**src/adc_readout_pkg.sv**
```systemverilog
// shared constants and types for the serial readout model
package adc_readout_pkg;
  localparam int RESULT_BITS = 18;
  localparam int SYS_CLK_NS = 10;
  localparam int CONV_MIN_NS = 700;
  localparam int CONV_MAX_NS = 1500;
  localparam int CONV_MIN_CYC = (CONV_MIN_NS + SYS_CLK_NS - 1) / SYS_CLK_NS;
  localparam int CONV_MAX_CYC = CONV_MAX_NS / SYS_CLK_NS;
  localparam logic [4:0] CS_BUSY_EDGES = 5'h13;
  localparam logic [4:0] CS_PLAIN_EDGES = 5'h12;
  localparam logic [17:0] RESULT_RESET = 18'h00000;
  localparam logic [17:0] SAMPLE_SEED = 18'h2A5C3;

  typedef enum logic [2:0] {
    ST_ACQ = 3'h1,
    ST_CONV = 3'h2,
    ST_SHDN = 3'h4
  } state_t;

  typedef struct packed {
    logic chain;
    logic busy_en;
  } mode_t;

  typedef struct packed {
    logic cnv;
    logic sin;
    logic sck;
  } pins_t;
endpackage : adc_readout_pkg

```
**src/pin_sync.sv**
```systemverilog
// two-flop synchroniser with edge detection on the synchronised level
`timescale 1ns/1ns
module pin_sync
  import adc_readout_pkg::*;
(
  input wire logic clk_in,
  input wire logic arst_n_in,
  input wire pins_t pins_in,
  output pins_t level_out,
  output pins_t rise_out,
  output pins_t fall_out
);
  pins_t meta;
  pins_t sync;
  pins_t prev;
  // edges held off until all three stages carry real pin levels, so no false edge follows reset
  logic [2:0] warm;

  always_ff @(posedge clk_in or negedge arst_n_in)
  begin
    if (!arst_n_in)
    begin
      meta <= '0;
      sync <= '0;
      prev <= '0;
      warm <= 3'h0;
    end
    else
    begin
      meta <= pins_in;
      sync <= meta;
      prev <= sync;
      warm <= {warm[1:0], 1'b1};
    end
  end

  assign level_out = sync;
  assign rise_out = warm[2] ? (sync & ~prev) : '0;
  assign fall_out = warm[2] ? (~sync & prev) : '0;
endmodule : pin_sync

```
**src/adc_serial_readout.sv**
```systemverilog
// device-side serial readout engine of an 18-bit converter
`timescale 1ns/1ns
module adc_serial_readout
  import adc_readout_pkg::*;
#(
  parameter int CONV_CYCLES = CONV_MAX_CYC,
  parameter logic [17:0] SAMPLE_INIT = SAMPLE_SEED
)
(
  // clock and reset
  input wire logic CORE_CLK_IN,
  input wire logic ARST_N_IN,
  // serial pins
  input wire logic CONVERT_START_IN,
  input wire logic SERIAL_IN_IN,
  input wire logic SCLK_IN,
  output logic SERIAL_OUT_OUT,
  output logic SERIAL_OUT_OE_OUT,
  // status
  output logic BUSY_OUT,
  output logic SHUTDOWN_OUT
);
  pins_t lvl;
  pins_t rise;
  pins_t fall;

  pin_sync u_sync (
    .clk_in(CORE_CLK_IN),
    .arst_n_in(ARST_N_IN),
    .pins_in('{cnv: CONVERT_START_IN, sin: SERIAL_IN_IN, sck: SCLK_IN}),
    .level_out(lvl),
    .rise_out(rise),
    .fall_out(fall)
  );

  state_t state;
  state_t next_state;
  mode_t mode;
  mode_t next_mode;
  logic [17:0] shreg;
  logic [17:0] next_shreg;
  logic [4:0] left;
  logic [4:0] next_left;
  logic [4:0] falls;
  logic [4:0] next_falls;
  logic [15:0] conv_cnt;
  logic [15:0] next_conv_cnt;
  logic [17:0] sample;
  logic [17:0] next_sample;
  logic busy_pend;
  logic next_busy_pend;
  logic armed;
  logic next_armed;
  logic serial_out;
  logic next_sdo;
  logic oe;
  logic next_oe;

  localparam logic [15:0] CONV_LAST = 16'(CONV_CYCLES - 1);

  always_comb
  begin
    next_state = state;
    next_mode = mode;
    next_shreg = shreg;
    next_left = left;
    next_falls = falls;
    next_conv_cnt = conv_cnt;
    next_sample = sample;
    next_busy_pend = busy_pend;
    next_armed = armed;
    next_sdo = serial_out;
    next_oe = oe;
    case (state)
      ST_SHDN:
      begin
        if (fall.cnv && !lvl.sck)
          next_state = ST_ACQ;
      end
      ST_CONV:
      begin
        // start pin ignored until the count expires
        next_conv_cnt = conv_cnt + 16'h0001;
        if (conv_cnt == CONV_LAST)
        begin
          next_state = ST_ACQ;
          next_falls = 5'h00;
          next_sample = {sample[16:0], sample[17] ^ sample[10]};
          // unread bits are kept; the new result is loaded into the shift register only when left is zero
          if (left == 5'h00)
          begin
            next_shreg = sample;
            next_left = 5'(RESULT_BITS);
          end
          if (mode.chain)
          begin
            if (mode.busy_en)
            begin
              next_busy_pend = 1'b1;
              next_sdo = 1'b0;
            end
            else
            begin
              next_sdo = (left == 5'h00) ? sample[17] : shreg[17];
            end
          end
          else if (!lvl.cnv || !lvl.sin)
          begin
            next_mode.busy_en = 1'b1;
            next_busy_pend = 1'b1;
            next_armed = 1'b1;
            next_oe = 1'b1;
            next_sdo = 1'b0;
          end
          else
          begin
            next_mode.busy_en = 1'b0;
            next_armed = 1'b0;
          end
        end
      end
      default:
      begin
        if (rise.cnv)
        begin
          next_state = ST_CONV;
          next_conv_cnt = 16'h0000;
          next_mode.chain = !lvl.sin;
          next_mode.busy_en = !lvl.sin && lvl.sck;
          next_busy_pend = 1'b0;
          next_armed = 1'b0;
          next_oe = !lvl.sin;
        end
        else if (fall.cnv && lvl.sck)
        begin
          next_state = ST_SHDN;
          next_oe = mode.chain;
        end
        else if (mode.chain)
        begin
          if (!lvl.cnv && !lvl.sin && left == 5'h00)
            next_sdo = 1'b0;
          if (fall.sck)
          begin
            if (busy_pend)
            begin
              next_busy_pend = 1'b0;
              next_sdo = shreg[17];
            end
            else
            begin
              next_shreg = {shreg[16:0], lvl.sin};
              next_sdo = shreg[16];
              if (left != 5'h00)
                next_left = left - 5'h01;
            end
          end
        end
        else
        begin
          // start low with input low is the forced-low case, not a readout request
          if (!armed && lvl.cnv && !lvl.sin && !mode.busy_en)
          begin
            next_armed = 1'b1;
            next_oe = 1'b1;
            next_sdo = shreg[17];
          end
          else if (!lvl.cnv && !lvl.sin && !armed)
          begin
            next_oe = 1'b1;
            next_sdo = 1'b0;
          end
          if (armed && fall.sck)
          begin
            next_falls = falls + 5'h01;
            if (busy_pend)
            begin
              next_busy_pend = 1'b0;
              next_sdo = shreg[17];
            end
            else
            begin
              next_shreg = {shreg[16:0], 1'b0};
              next_sdo = shreg[16];
              if (left != 5'h00)
                next_left = left - 5'h01;
            end
            if (falls + 5'h01 == (mode.busy_en ? CS_BUSY_EDGES : CS_PLAIN_EDGES))
            begin
              next_oe = 1'b0;
              next_armed = 1'b0;
            end
          end
        end
      end
    endcase
  end

  always_ff @(posedge CORE_CLK_IN or negedge ARST_N_IN)
  begin
    if (!ARST_N_IN)
    begin
      state <= ST_ACQ;
      mode <= '0;
      shreg <= RESULT_RESET;
      left <= 5'h00;
      falls <= 5'h00;
      conv_cnt <= 16'h0000;
      sample <= SAMPLE_INIT;
      busy_pend <= 1'b0;
      armed <= 1'b0;
      serial_out <= 1'b0;
      oe <= 1'b0;
    end
    else
    begin
      state <= next_state;
      mode <= next_mode;
      shreg <= next_shreg;
      left <= next_left;
      falls <= next_falls;
      conv_cnt <= next_conv_cnt;
      sample <= next_sample;
      busy_pend <= next_busy_pend;
      armed <= next_armed;
      serial_out <= next_sdo;
      oe <= next_oe;
    end
  end

  always_ff @(posedge CORE_CLK_IN or negedge ARST_N_IN)
  begin
    if (!ARST_N_IN)
    begin
      SERIAL_OUT_OUT <= 1'b0;
      SERIAL_OUT_OE_OUT <= 1'b0;
      BUSY_OUT <= 1'b0;
      SHUTDOWN_OUT <= 1'b0;
    end
    else
    begin
      SERIAL_OUT_OUT <= next_sdo;
      SERIAL_OUT_OE_OUT <= next_oe;
      BUSY_OUT <= (next_state == ST_CONV);
      SHUTDOWN_OUT <= (next_state == ST_SHDN);
    end
  end
endmodule : adc_serial_readout

```
**config.mk**
```make
export PLATFORM = sky130hd
export DESIGN_NAME = adc_serial_readout
export DESIGN_NICKNAME = d
export VERILOG_FILES = /design/src/adc_readout_pkg.sv /design/src/pin_sync.sv /design/src/adc_serial_readout.sv
export SDC_FILE = /design/constraint.sdc
export NUM_CORES = 1
export LEC_CHECK = 0
export ABC_AREA = 1
export BUFFER_PORTS_ARGS = -buffer_cell sky130_fd_sc_hd__buf_4
export CORE_MARGIN = 5
export CORE_UTILIZATION = 42
export DETAILED_ROUTE_END_ITERATION = 8
export GPL_TIMING_DRIVEN = 1
export SLEW_MARGIN = 20
export SYNTH_ARGS = -nofsm -noshare
export SYNTH_HDL_FRONTEND = slang
export SYNTH_SLANG_ARGS = --single-unit
```
**constraint.sdc**
```tcl
create_clock -name CORE_CLK_IN -period 3.4 [get_ports CORE_CLK_IN]
set_input_delay 0.34 -clock CORE_CLK_IN [delete_from_list [all_inputs] [get_ports CORE_CLK_IN]]
set_output_delay 0.34 -clock CORE_CLK_IN [all_outputs]
set_load 0.005 [all_outputs]
```
==> results.toml, run 1 <==
[final_layout]
layout-drive-gt1-share_pct = 11.8
number_of_antenna_cells_inserted = 0
fill_cells = 1004
seq_area_mm2 = 0.00211
post_layout_nonfiller_instances = 695
most_common_cell_after_layout_fill_and_taps_aside = "nand2_1"
design.final.nets = 564
final_cell_mix = "nand2_1, dfrtp_1, o21ai_0, inv_1, nand3_1"
multiInputGateArea_mm2 = 0.00195
finish.instance_area_mm2 = 0.00473
area_growth_pct = 8.00

[sta]
final_period_minus_worst_setup_slack_ns = 2.70
timing.final.max_slew_violations = 0
worst-slew-pin-transition_ns = 0.748
setup_viol_count_final = 0
total_count_of_hold_check_failures_in_the_final_report = 0
fin_skew_ns = 0.00921
rsz_0062_raised_after_global_routing = "false"
final.hold.worst_slack_ns = 0.0227
final_min_period_over_clock_period_pct = 79.3
timing.final.ws_setup_ns = 0.704
slew_hr_pct = 50.1
fmax_mhz = 371
fin_setup_tns_ns = 0

[global_routing]
grt_use_met3_pct = 4.31
number_of_antenna_violations_at_the_first_check_in_global_routing = 0
grt_usage_pct = 15.5
first_global_vias = 3469
gr-usage-met2_pct = 25.0
grt_overflow = 0
pin_count_of_the_biggest_net_entering_global_routing = 85
grt_pass1_wl_um = 16200
grt_use_met1_pct = 20.8
busiest_layer = "met2"

[placement]
placement.setup.worst_slack_ns = 0.732
placed_area_mm2 = 0.00453
gp_congestion = 0.903
hpwl_um = 6040
place.port_buffers = 8
place.detailed.instances = 679

[routing]
wl_per_cell_um = 13.1
via_count = 3543
detailedRoute.firstPassIterationCount = 4
drc = 0
detail_route.iter0.violations = 315
post_drt_via_cell_ratio = 5.10
wl_um = 9090
final_antenna_net_count = 0

[clock_network]
cts-root-to-sink-buffers = 2
tritoncts = "done"
holdBufCountCts = 0
cts_post_setup_buffers_inserted = 0
cts_htree_levels = 3
clock_sink_count = 84
cts_inserted_buffers = 9
insertion_delay_ns = 0.36
clock_tree.root_cell = "clkbuf_8"
cts-resized-gates = 0
worst_setup_hold_path_clk_slew_ns = 0.09

[job]
max_cap_violations = 0

[power]
max-vdd-ir-drop_uv = 479
netSwitchingPower_mw = 1.22
power_frac_clock_pct = 23.9
leakage_nw = 2.11
power_frac_comb_pct = 34.0
power.density_cell_area_mw_per_mm2 = 640
power.share.switching_pct = 40.3
power_report.internal_total_mw = 1.81
pwr-share-seq_pct = 42.0

[setup_path]
crit_chain = "inv_2, nand3_2, inv_2, nand3_2, nand2_1, nor3_1"
critical_path_type = "reg -> reg"
crit_fanout = 37
startpoint_type = "flip-flop"
arrival_ns = 2.94
timing.critical_path.from = "state[2]"
worst_path_largest_cell_delay_ns = 0.64
worstPathBufferInverterCount = 2
worst_endpoint_required_time_ns = 3.64
worst_path_max_delay_cell = "nand3_2"
worstRegToRegCells = 6
reg2reg_from = "state[2]"
critPathTopFamily = "simple AND/OR/NAND/NOR gates"
timing.critical_path.to_type = "flip-flop"
crit_cells = 6

[floorplan]
fp-row-count = 37
initial_core_util_pct = 42.8
top_level_ports = 9
dieHeight_um = 112
die_width_um = 112
core_area_mm2 = 0.0102
die_area_mm2 = 0.0126

[hold_path]
worstHoldPathType = "in -> async"

[synth]
yosysSeqAreaShare_pct = 48.3
yosysWarnings = 0
syn-mean-instance-area_um2 = 7.95
postSynthNetCount = 561
synthDistinctLibCells = 38
gate_count_of_the_mapped_netlist = 551
synth.ff_latch_count = 84
syn-cell-area_mm2 = 0.00438

[status]
run_status = "complete, no violations"
[cell type report]
class,count,share of cell area (%)
multi-input combinational,390,41.2
clock inverter,5,1.27
timing repair buffer,9,1.51
clock buffer,11,2.99
tap,136,3.60
inverter,60,4.76
sequential,84,44.7
[metal layers]
metal | part of all wire [%] | vias to the layer above
met4 | 0.99 | 0
met1 | 49 | 1662
met3 | 3.8 | 7
met5 | 0 | -
li1 | - | 1808
met2 | 46 | 66
[synthesized netlist by cell type]
library cell  count  area share (%)
a21oi_1           6            0.69
and2_1            1            0.14
buf_2             5            0.57
buf_4             4            0.69
buf_6             1            0.26
clkbuf_1          7            0.60
conb_1            1           0.086
dfrtp_1          74              42
dfstp_2          10             6.0
ha_1              5             1.4
inv_1            52             4.5
inv_2             8            0.69
nand2_1         154              13
nand2_2           2            0.29
nand2_4           3            0.77
nand3_1          50             5.7
nand3_2           5             1.1
nand3b_1          1            0.17
nand4_1          14             2.0
nand4_2           1            0.29
nor2_1           29             2.5
nor2_2            3            0.43
nor2_4            3            0.77
nor2_8            1            0.46
nor3_1           11             1.3
nor3_2            1            0.23
nor3b_1           1            0.17
nor3b_2           1            0.29
nor4_1            1            0.14
o21a_1            1            0.17
o21ai_0          61             7.0
o21ai_1          11             1.3
o21ai_2           1            0.20
o21bai_1          1            0.17
o22ai_1           8             1.1
or2_2             3            0.43
xnor2_1           3            0.60
xor2_1            7             1.4
[worst paths after layout]
| check | endpoint | slack, ns |
|---|---|---|
| worst max-delay path | SHUTDOWN_OUT | 0.70 |
| worst min-delay path | conv_cnt[6] | 0.02 |
| worst max register to register | SHUTDOWN_OUT | 0.70 |
| worst min register to register | u_sync.warm[2] | 0.35 |
| max in group asynchronous | shreg[5] | 2.86 |
| min in group CORE_CLK_IN | u_sync.meta[1] | 0.08 |
[logic make-up after synthesis]
kind of cell | after synthesis | synth area share [%]
compound gates | 89 | 10.6
buf+inv | 77 | 7.26
simple gates | 285 | 30.4
flops | 84 | 48.3
other cells | 1 | 0.0856
xor+xnor | 10 | 2.00
fa+ha+maj | 5 | 1.43
[power groups by stage]
stage / clock (mW) / combinational [mW] / sequential, mW
5_1_grt: 0.800 / 1.17 / 1.30
6_report: 0.725 / 1.03 / 1.27
3_5_place_dp: 0 / 1.03 / 1.29
2_1_floorplan: 0 / 0.871 / 1.23
3_3_place_gp: 0 / 1.02 / 1.29
4_1_cts: 0.757 / 1.04 / 1.27
[metrics by stage]
step           total power, mW  utilization (%)
6_report                  3.03             46.2
2_1_floorplan             2.10                -
3_3_place_gp              2.30             44.2
3_5_place_dp              2.32             44.2
4_1_cts                   3.07             46.2
5_1_grt                   3.26             46.2
[flip-flops by register name, summed over array words and instances (netlist names), 2 cells and up]
name / flops
falls: 5
conv_cnt: 16
state: 3
u_sync.meta: 3
u_sync.level_out: 3
sample: 18
mode: 2
u_sync.prev: 2
left: 5
shreg: 18
u_sync.warm: 3
Power figures use the tool's default switching activity.
==> inputs of run 2 (changes only) <==
Clock period 3.4 ns to 2.55 ns, I/O delays scaled along.
==> run 2 against run 1 <==
- global-route usage about the same
- clock-buffer cell count decreased by 1
- utilization increased by 1.1 points
- cell count increased by 1.2%
- fmax increased by 39%
- register-to-register slack got worse by 0.10 ns
- sequential share of layout area decreased by 1.1 points
- via count increased by 1.2%
- critical path type unchanged
- largest cell class unchanged
- largest power group unchanged
==> results.toml, run 2 (synthesized netlist as in run 1, its figures left out) <==
[setup_path]
crit_path_frequent_cell = "nand2_4"
critical_path_type = "reg -> reg"
worstRegToRegCells = 11
timing.critical_path.from = "conv_cnt[1]"
worst_endpoint_required_time_ns = 2.80
worstReg2RegEnd = "shreg[13]"
crit_fanout = 18
timing.critical_path.to_type = "flip-flop"
worst_path_max_delay_cell = "dfrtp_1"
reg2reg_from = "conv_cnt[1]"
crit_chain = "inv_1, ha_1, nand3_1, nor2_2, nand2_2, nand2_4, nand2_4, nor2_4, nand2_4, nand2_1, nand2_1"
startpoint_type = "flip-flop"
worst_path_largest_cell_delay_ns = 0.39
timing.reg2reg.setup_slack_ns = 0.60
arrival_ns = 2.20

[hold_path]
worst_case_hold_path_end_point = "u_sync.level_out[0]"
hold_path_startpoint = "u_sync.meta[0]"
worst_hold_path_cells = 0
worstHoldPathType = "reg -> reg"

[final_layout]
design.final.nets = 572
final_cell_mix = "nand2_1, dfrtp_1, o21ai_0, inv_1, nand3_1"
area_growth_pct = 10.7
layout-drive-gt1-share_pct = 12.3
fill_cells = 983
number_of_antenna_cells_inserted = 0
reg_top3 = "sample: 18 flops, shreg: 18 flops, conv_cnt: 16 flops"
finalCoreUtilization_pct = 47.4
post_layout_nonfiller_instances = 703
most_common_cell_after_layout_fill_and_taps_aside = "nand2_1"

[floorplan]
die_area_mm2 = 0.0126
fp-row-count = 37
core_area_mm2 = 0.0102
initial_core_util_pct = 42.8
die_width_um = 112
top_level_ports = 9
dieHeight_um = 112

[sta]
fmax_mhz = 514
fin_setup_tns_ns = 0
total_count_of_hold_check_failures_in_the_final_report = 0
final_min_period_over_clock_period_pct = 76.3
timing.final.ws_setup_ns = 0.604
worst-slew-pin-transition_ns = 0.540
rsz_0062_raised_after_global_routing = "false"
timing.final.max_slew_violations = 0
slew_hr_pct = 63.9
final_period_minus_worst_setup_slack_ns = 1.95
fin_skew_ns = 0.0102
final.hold.worst_slack_ns = 0.354
setup_viol_count_final = 0

[clock_network]
clock_tree.root_cell = "clkbuf_8"
insertion_delay_ns = 0.36
clock_sink_count = 84
cts_htree_levels = 3
cts_inserted_buffers = 9
worst_setup_hold_path_clk_slew_ns = 0.08
cts-root-to-sink-buffers = 2
tritoncts = "done"

[routing]
post_drt_via_cell_ratio = 5.10
wl_per_cell_um = 13.0
wl_um = 9150
final_antenna_net_count = 0
via_count = 3584
drc = 0
detailedRoute.firstPassIterationCount = 5
detail_route.iter0.violations = 253

[job]
max_cap_violations = 0

[global_routing]
grt_usage_pct = 15.4
grt_overflow = 0
number_of_antenna_violations_at_the_first_check_in_global_routing = 0
grt_pass1_wl_um = 16100
first_global_vias = 3394
pin_count_of_the_biggest_net_entering_global_routing = 50

[power]
max-vdd-ir-drop_uv = 463
power.density_cell_area_mw_per_mm2 = 875
pwr-share-seq_pct = 40.1
power_frac_comb_pct = 33.1
power_report.internal_total_mw = 2.60
power_frac_clock_pct = 26.9
netSwitchingPower_mw = 1.64
power.share.switching_pct = 38.7
leakage_nw = 2.17

[placement]
gp_congestion = 0.917
hpwl_um = 6220
place.port_buffers = 8
place.detailed.instances = 683
placement.setup.worst_slack_ns = 0.591

[status]
run_status = "complete, no violations"
## run 2: through the flow
| stage | area, um2 | power [mW] |
|---|---|---|
| after global placement | 4570 | 3.09 |
| after floorplan | 4380 | 2.81 |
| final | 4850 | 4.24 |
| after detailed placement | 4570 | 3.12 |
| after global routing | 4850 | 4.55 |
| after CTS | 4850 | 4.29 |
## run 2: power groups by stage
| stage | clock, mW | sequential [mW] | combinational, mW |
|---|---|---|---|
| after global placement | 0 | 1.72 | 1.38 |
| after CTS | 1.19 | 1.70 | 1.41 |
| after floorplan | 0 | 1.65 | 1.16 |
| final | 1.14 | 1.70 | 1.40 |
| after global routing | 1.23 | 1.73 | 1.59 |
| after detailed placement | 0 | 1.72 | 1.40 |
## run 2: final cells by class
cell class	count	area, um2	area share [%]
clock buffers	10	128	2.63
inverters	60	225	4.65
repair buffers	17	150	3.10
well taps	136	170	3.51
flip-flops and latches	84	2110	43.6
clock inverters	6	113	2.32
multi-input cells	390	1950	40.2
## run 2: critical path, delay by kind of cell (launching register included)
| kind | cells | cell delay (ns) |
|---|---|---|
| fa+ha+maj | 1 | 0.20 |
| buf+inv | 1 | 0.14 |
| flops | 1 | 0.39 |
| simple gates | 9 | 1.10 |
## run 2: what timing repair did
action	in CTS	in global routing
gates resized for setup	0	0
setup endpoints to repair	0	0
hold endpoints to repair	37	0
hold buffers	4	0
setup buffers	0	0
## run 2: how the worst max path moves through the flow
stage | endpoint | slack, ns | depth (start not counted)
after floorplan | shreg[17] | 0.95 | 12
after global placement | conv_cnt[3] | 0.65 | 9
after detailed placement | shreg[13] | 0.59 | 11
after CTS | shreg[7] | 0.59 | 11
after global routing | shreg[7] | 0.43 | 11
final | shreg[13] | 0.60 | 11
## run 2: per-layer routing
layer	GRT usage [%]	share of wire [%]	wire (um)	vias to the layer above
li1	-	-	-	1814
met1	21.7	48	4370	1675
met2	23.2	46	4240	82
met3	3.23	4.2	386	13
met4	6.25	1.6	148	0
met5	0	0	0	-
==> inputs of run 3 (changes only) <==
Clock period 2.55 ns to 1.95 ns, I/O delays scaled along.
==> run 3 against run 2 <==
- die area unchanged
- largest power group unchanged
- sequential share of layout area fell by 0.43 points
- highest routed layer unchanged
- register-to-register slack worse by 0.46 ns
==> results.toml, run 3 (synthesized netlist as in run 1, its figures left out) <==
[hold_path]
worstHoldPathType = "in -> async"

[floorplan]
core_area_mm2 = 0.0102
fp-row-count = 37
initial_core_util_pct = 42.8
die_width_um = 112
die_area_mm2 = 0.0126
dieHeight_um = 112
top_level_ports = 9

[final_layout]
area_growth_pct = 11.8
final_cell_mix = "nand2_1, dfrtp_1, o21ai_0, inv_1, nand3_1"
fill_cells = 1005
most_common_cell_after_layout_fill_and_taps_aside = "nand2_1"
number_of_antenna_cells_inserted = 0
multiInputGateArea_mm2 = 0.00196
layout-drive-gt1-share_pct = 13.7
seq_area_mm2 = 0.00211
reg_top3 = "sample: 18 flops, shreg: 18 flops, conv_cnt: 16 flops"
design.final.nets = 580

[setup_path]
timing.critical_path.from = "conv_cnt[1]"
critical_path_type = "reg -> reg"
startpoint_type = "flip-flop"
worst_endpoint_required_time_ns = 2.19
cp-endpoint = "SERIAL_OUT_OUT"
arrival_ns = 2.05
timing.critical_path.to_type = "flip-flop"
reg2reg_from = "conv_cnt[1]"
timing.reg2reg.setup_slack_ns = 0.15
worstRegToRegCells = 12
worstReg2RegEnd = "SERIAL_OUT_OUT"
crit_fanout = 7

[placement]
gp_congestion = 0.910
place.port_buffers = 8
hpwl_um = 6360
placement.setup.worst_slack_ns = 0.167

[clock_network]
worst_setup_hold_path_clk_slew_ns = 0.09
cts-root-to-sink-buffers = 2
clock_tree.root_cell = "clkbuf_8"
clock_sink_count = 84
cts_inserted_buffers = 9
tritoncts = "done"
insertion_delay_ns = 0.36
cts_htree_levels = 3

[sta]
worst-slew-pin-transition_ns = 0.505
setup_viol_count_final = 0
timing.final.ws_setup_ns = 0.146
fmax_mhz = 554
fin_skew_ns = 0.0125
rsz_0062_raised_after_global_routing = "true"
timing.final.max_slew_violations = 0
final_min_period_over_clock_period_pct = 92.5
total_count_of_hold_check_failures_in_the_final_report = 0
slew_hr_pct = 66.3
final_period_minus_worst_setup_slack_ns = 1.80

[global_routing]
grt_usage_pct = 15.7
pin_count_of_the_biggest_net_entering_global_routing = 46
grt_pass1_wl_um = 16300
number_of_antenna_violations_at_the_first_check_in_global_routing = 0
first_global_vias = 3446
grt_overflow = 0

[power]
leakage_nw = 2.18
overall_power_consumption_mw = 5.56
power.density_cell_area_mw_per_mm2 = 1140
max-vdd-ir-drop_uv = 544

[routing]
detailedRoute.firstPassIterationCount = 4
post_drt_via_cell_ratio = 5.06
wl_per_cell_um = 12.7
wl_um = 9050
detail_route.iter0.violations = 275
final_antenna_net_count = 0
drc = 0
via_count = 3596

[job]
max_cap_violations = 0

[status]
run_status = "complete, no violations"
## run 3: cell count changes in the layout (fill, tap and decap cells not counted), sizes merged
| cell | previous run | this run |
|---|---|---|
| clkinvlp | 0 | 2 |
| clkinv | 3 | 2 |
| bufinv | 3 | 2 |
| buf | 13 | 21 |
## run 3: timing repair
| item | CTS | global route |
|---|---|---|
| hold buffers | 4 | 0 |
| buffers inserted | 0 | 1 |
| endpoints found under the setup margin | 0 | 19 |
| resized for setup | 0 | 3 |
| hold endpoints to repair | 51 | 0 |
## run 3: worst min path at each step
stage | from | end | slack [ns] | depth (start not counted)
after floorplan | ARST_N_IN | BUSY_OUT | -0.10 | 0
after global placement | ARST_N_IN | conv_cnt[4] | 0.06 | 1
after detailed placement | ARST_N_IN | conv_cnt[4] | 0.06 | 1
after CTS | ARST_N_IN | conv_cnt[8] | 0.21 | 2
after global routing | ARST_N_IN | conv_cnt[6] | 0.22 | 2
final | ARST_N_IN | conv_cnt[8] | 0.21 | 2
## run 3: layout make-up
class                      instances  area share (%)
multi-input combinational        390            40.0
timing repair buffer              25            4.37
clock buffer                      10            2.61
sequential                        84            43.2
tap                              136            3.47
clock inverter                     6            1.81
inverter                          60            4.60
## run 3: power breakdown
| part | switching, mW | leakage [nW] | internal, mW |
|---|---|---|---|
| clock | 0.637 | 0.102 | 0.722 |
| combinational | 1.33 | 1.00 | 0.692 |
| sequential | 0.226 | 1.07 | 1.96 |
## run 3: per-stage QoR
step	instance area [um2]	setup TNS (ns)	hold WS, ns	std cells	util [%]
2_1_floorplan	4380	0	-0.101	551	-
3_3_place_gp	4620	0	0.0603	690	45.2
3_5_place_dp	4620	0	0.0617	690	45.2
4_1_cts	4880	0	0.205	710	47.7
5_1_grt	4900	-0.0569	0.218	711	47.9
6_report	4900	0	0.215	711	47.9
## run 3: worst max-delay path: stages (launching register included)
cell	delay, ns
dfrtp_1	0.41
inv_2	0.11
ha_1	0.18
nand3_1	0.09
nor2_2	0.13
nand2_2	0.07
nand2_4	0.11
nand2_4	0.06
nor2_4	0.22
buf_4	0.15
nand2_1	0.05
nand2_1	0.06
nand2_1	0.05
## run 3: metal layers
metal | wire [um] | GRT usage [%]
met1 | 4550 | 21.9
met2 | 4090 | 24.2
met3 | 341 | 4.10
met4 | 73 | 4.41
met5 | 0 | 0
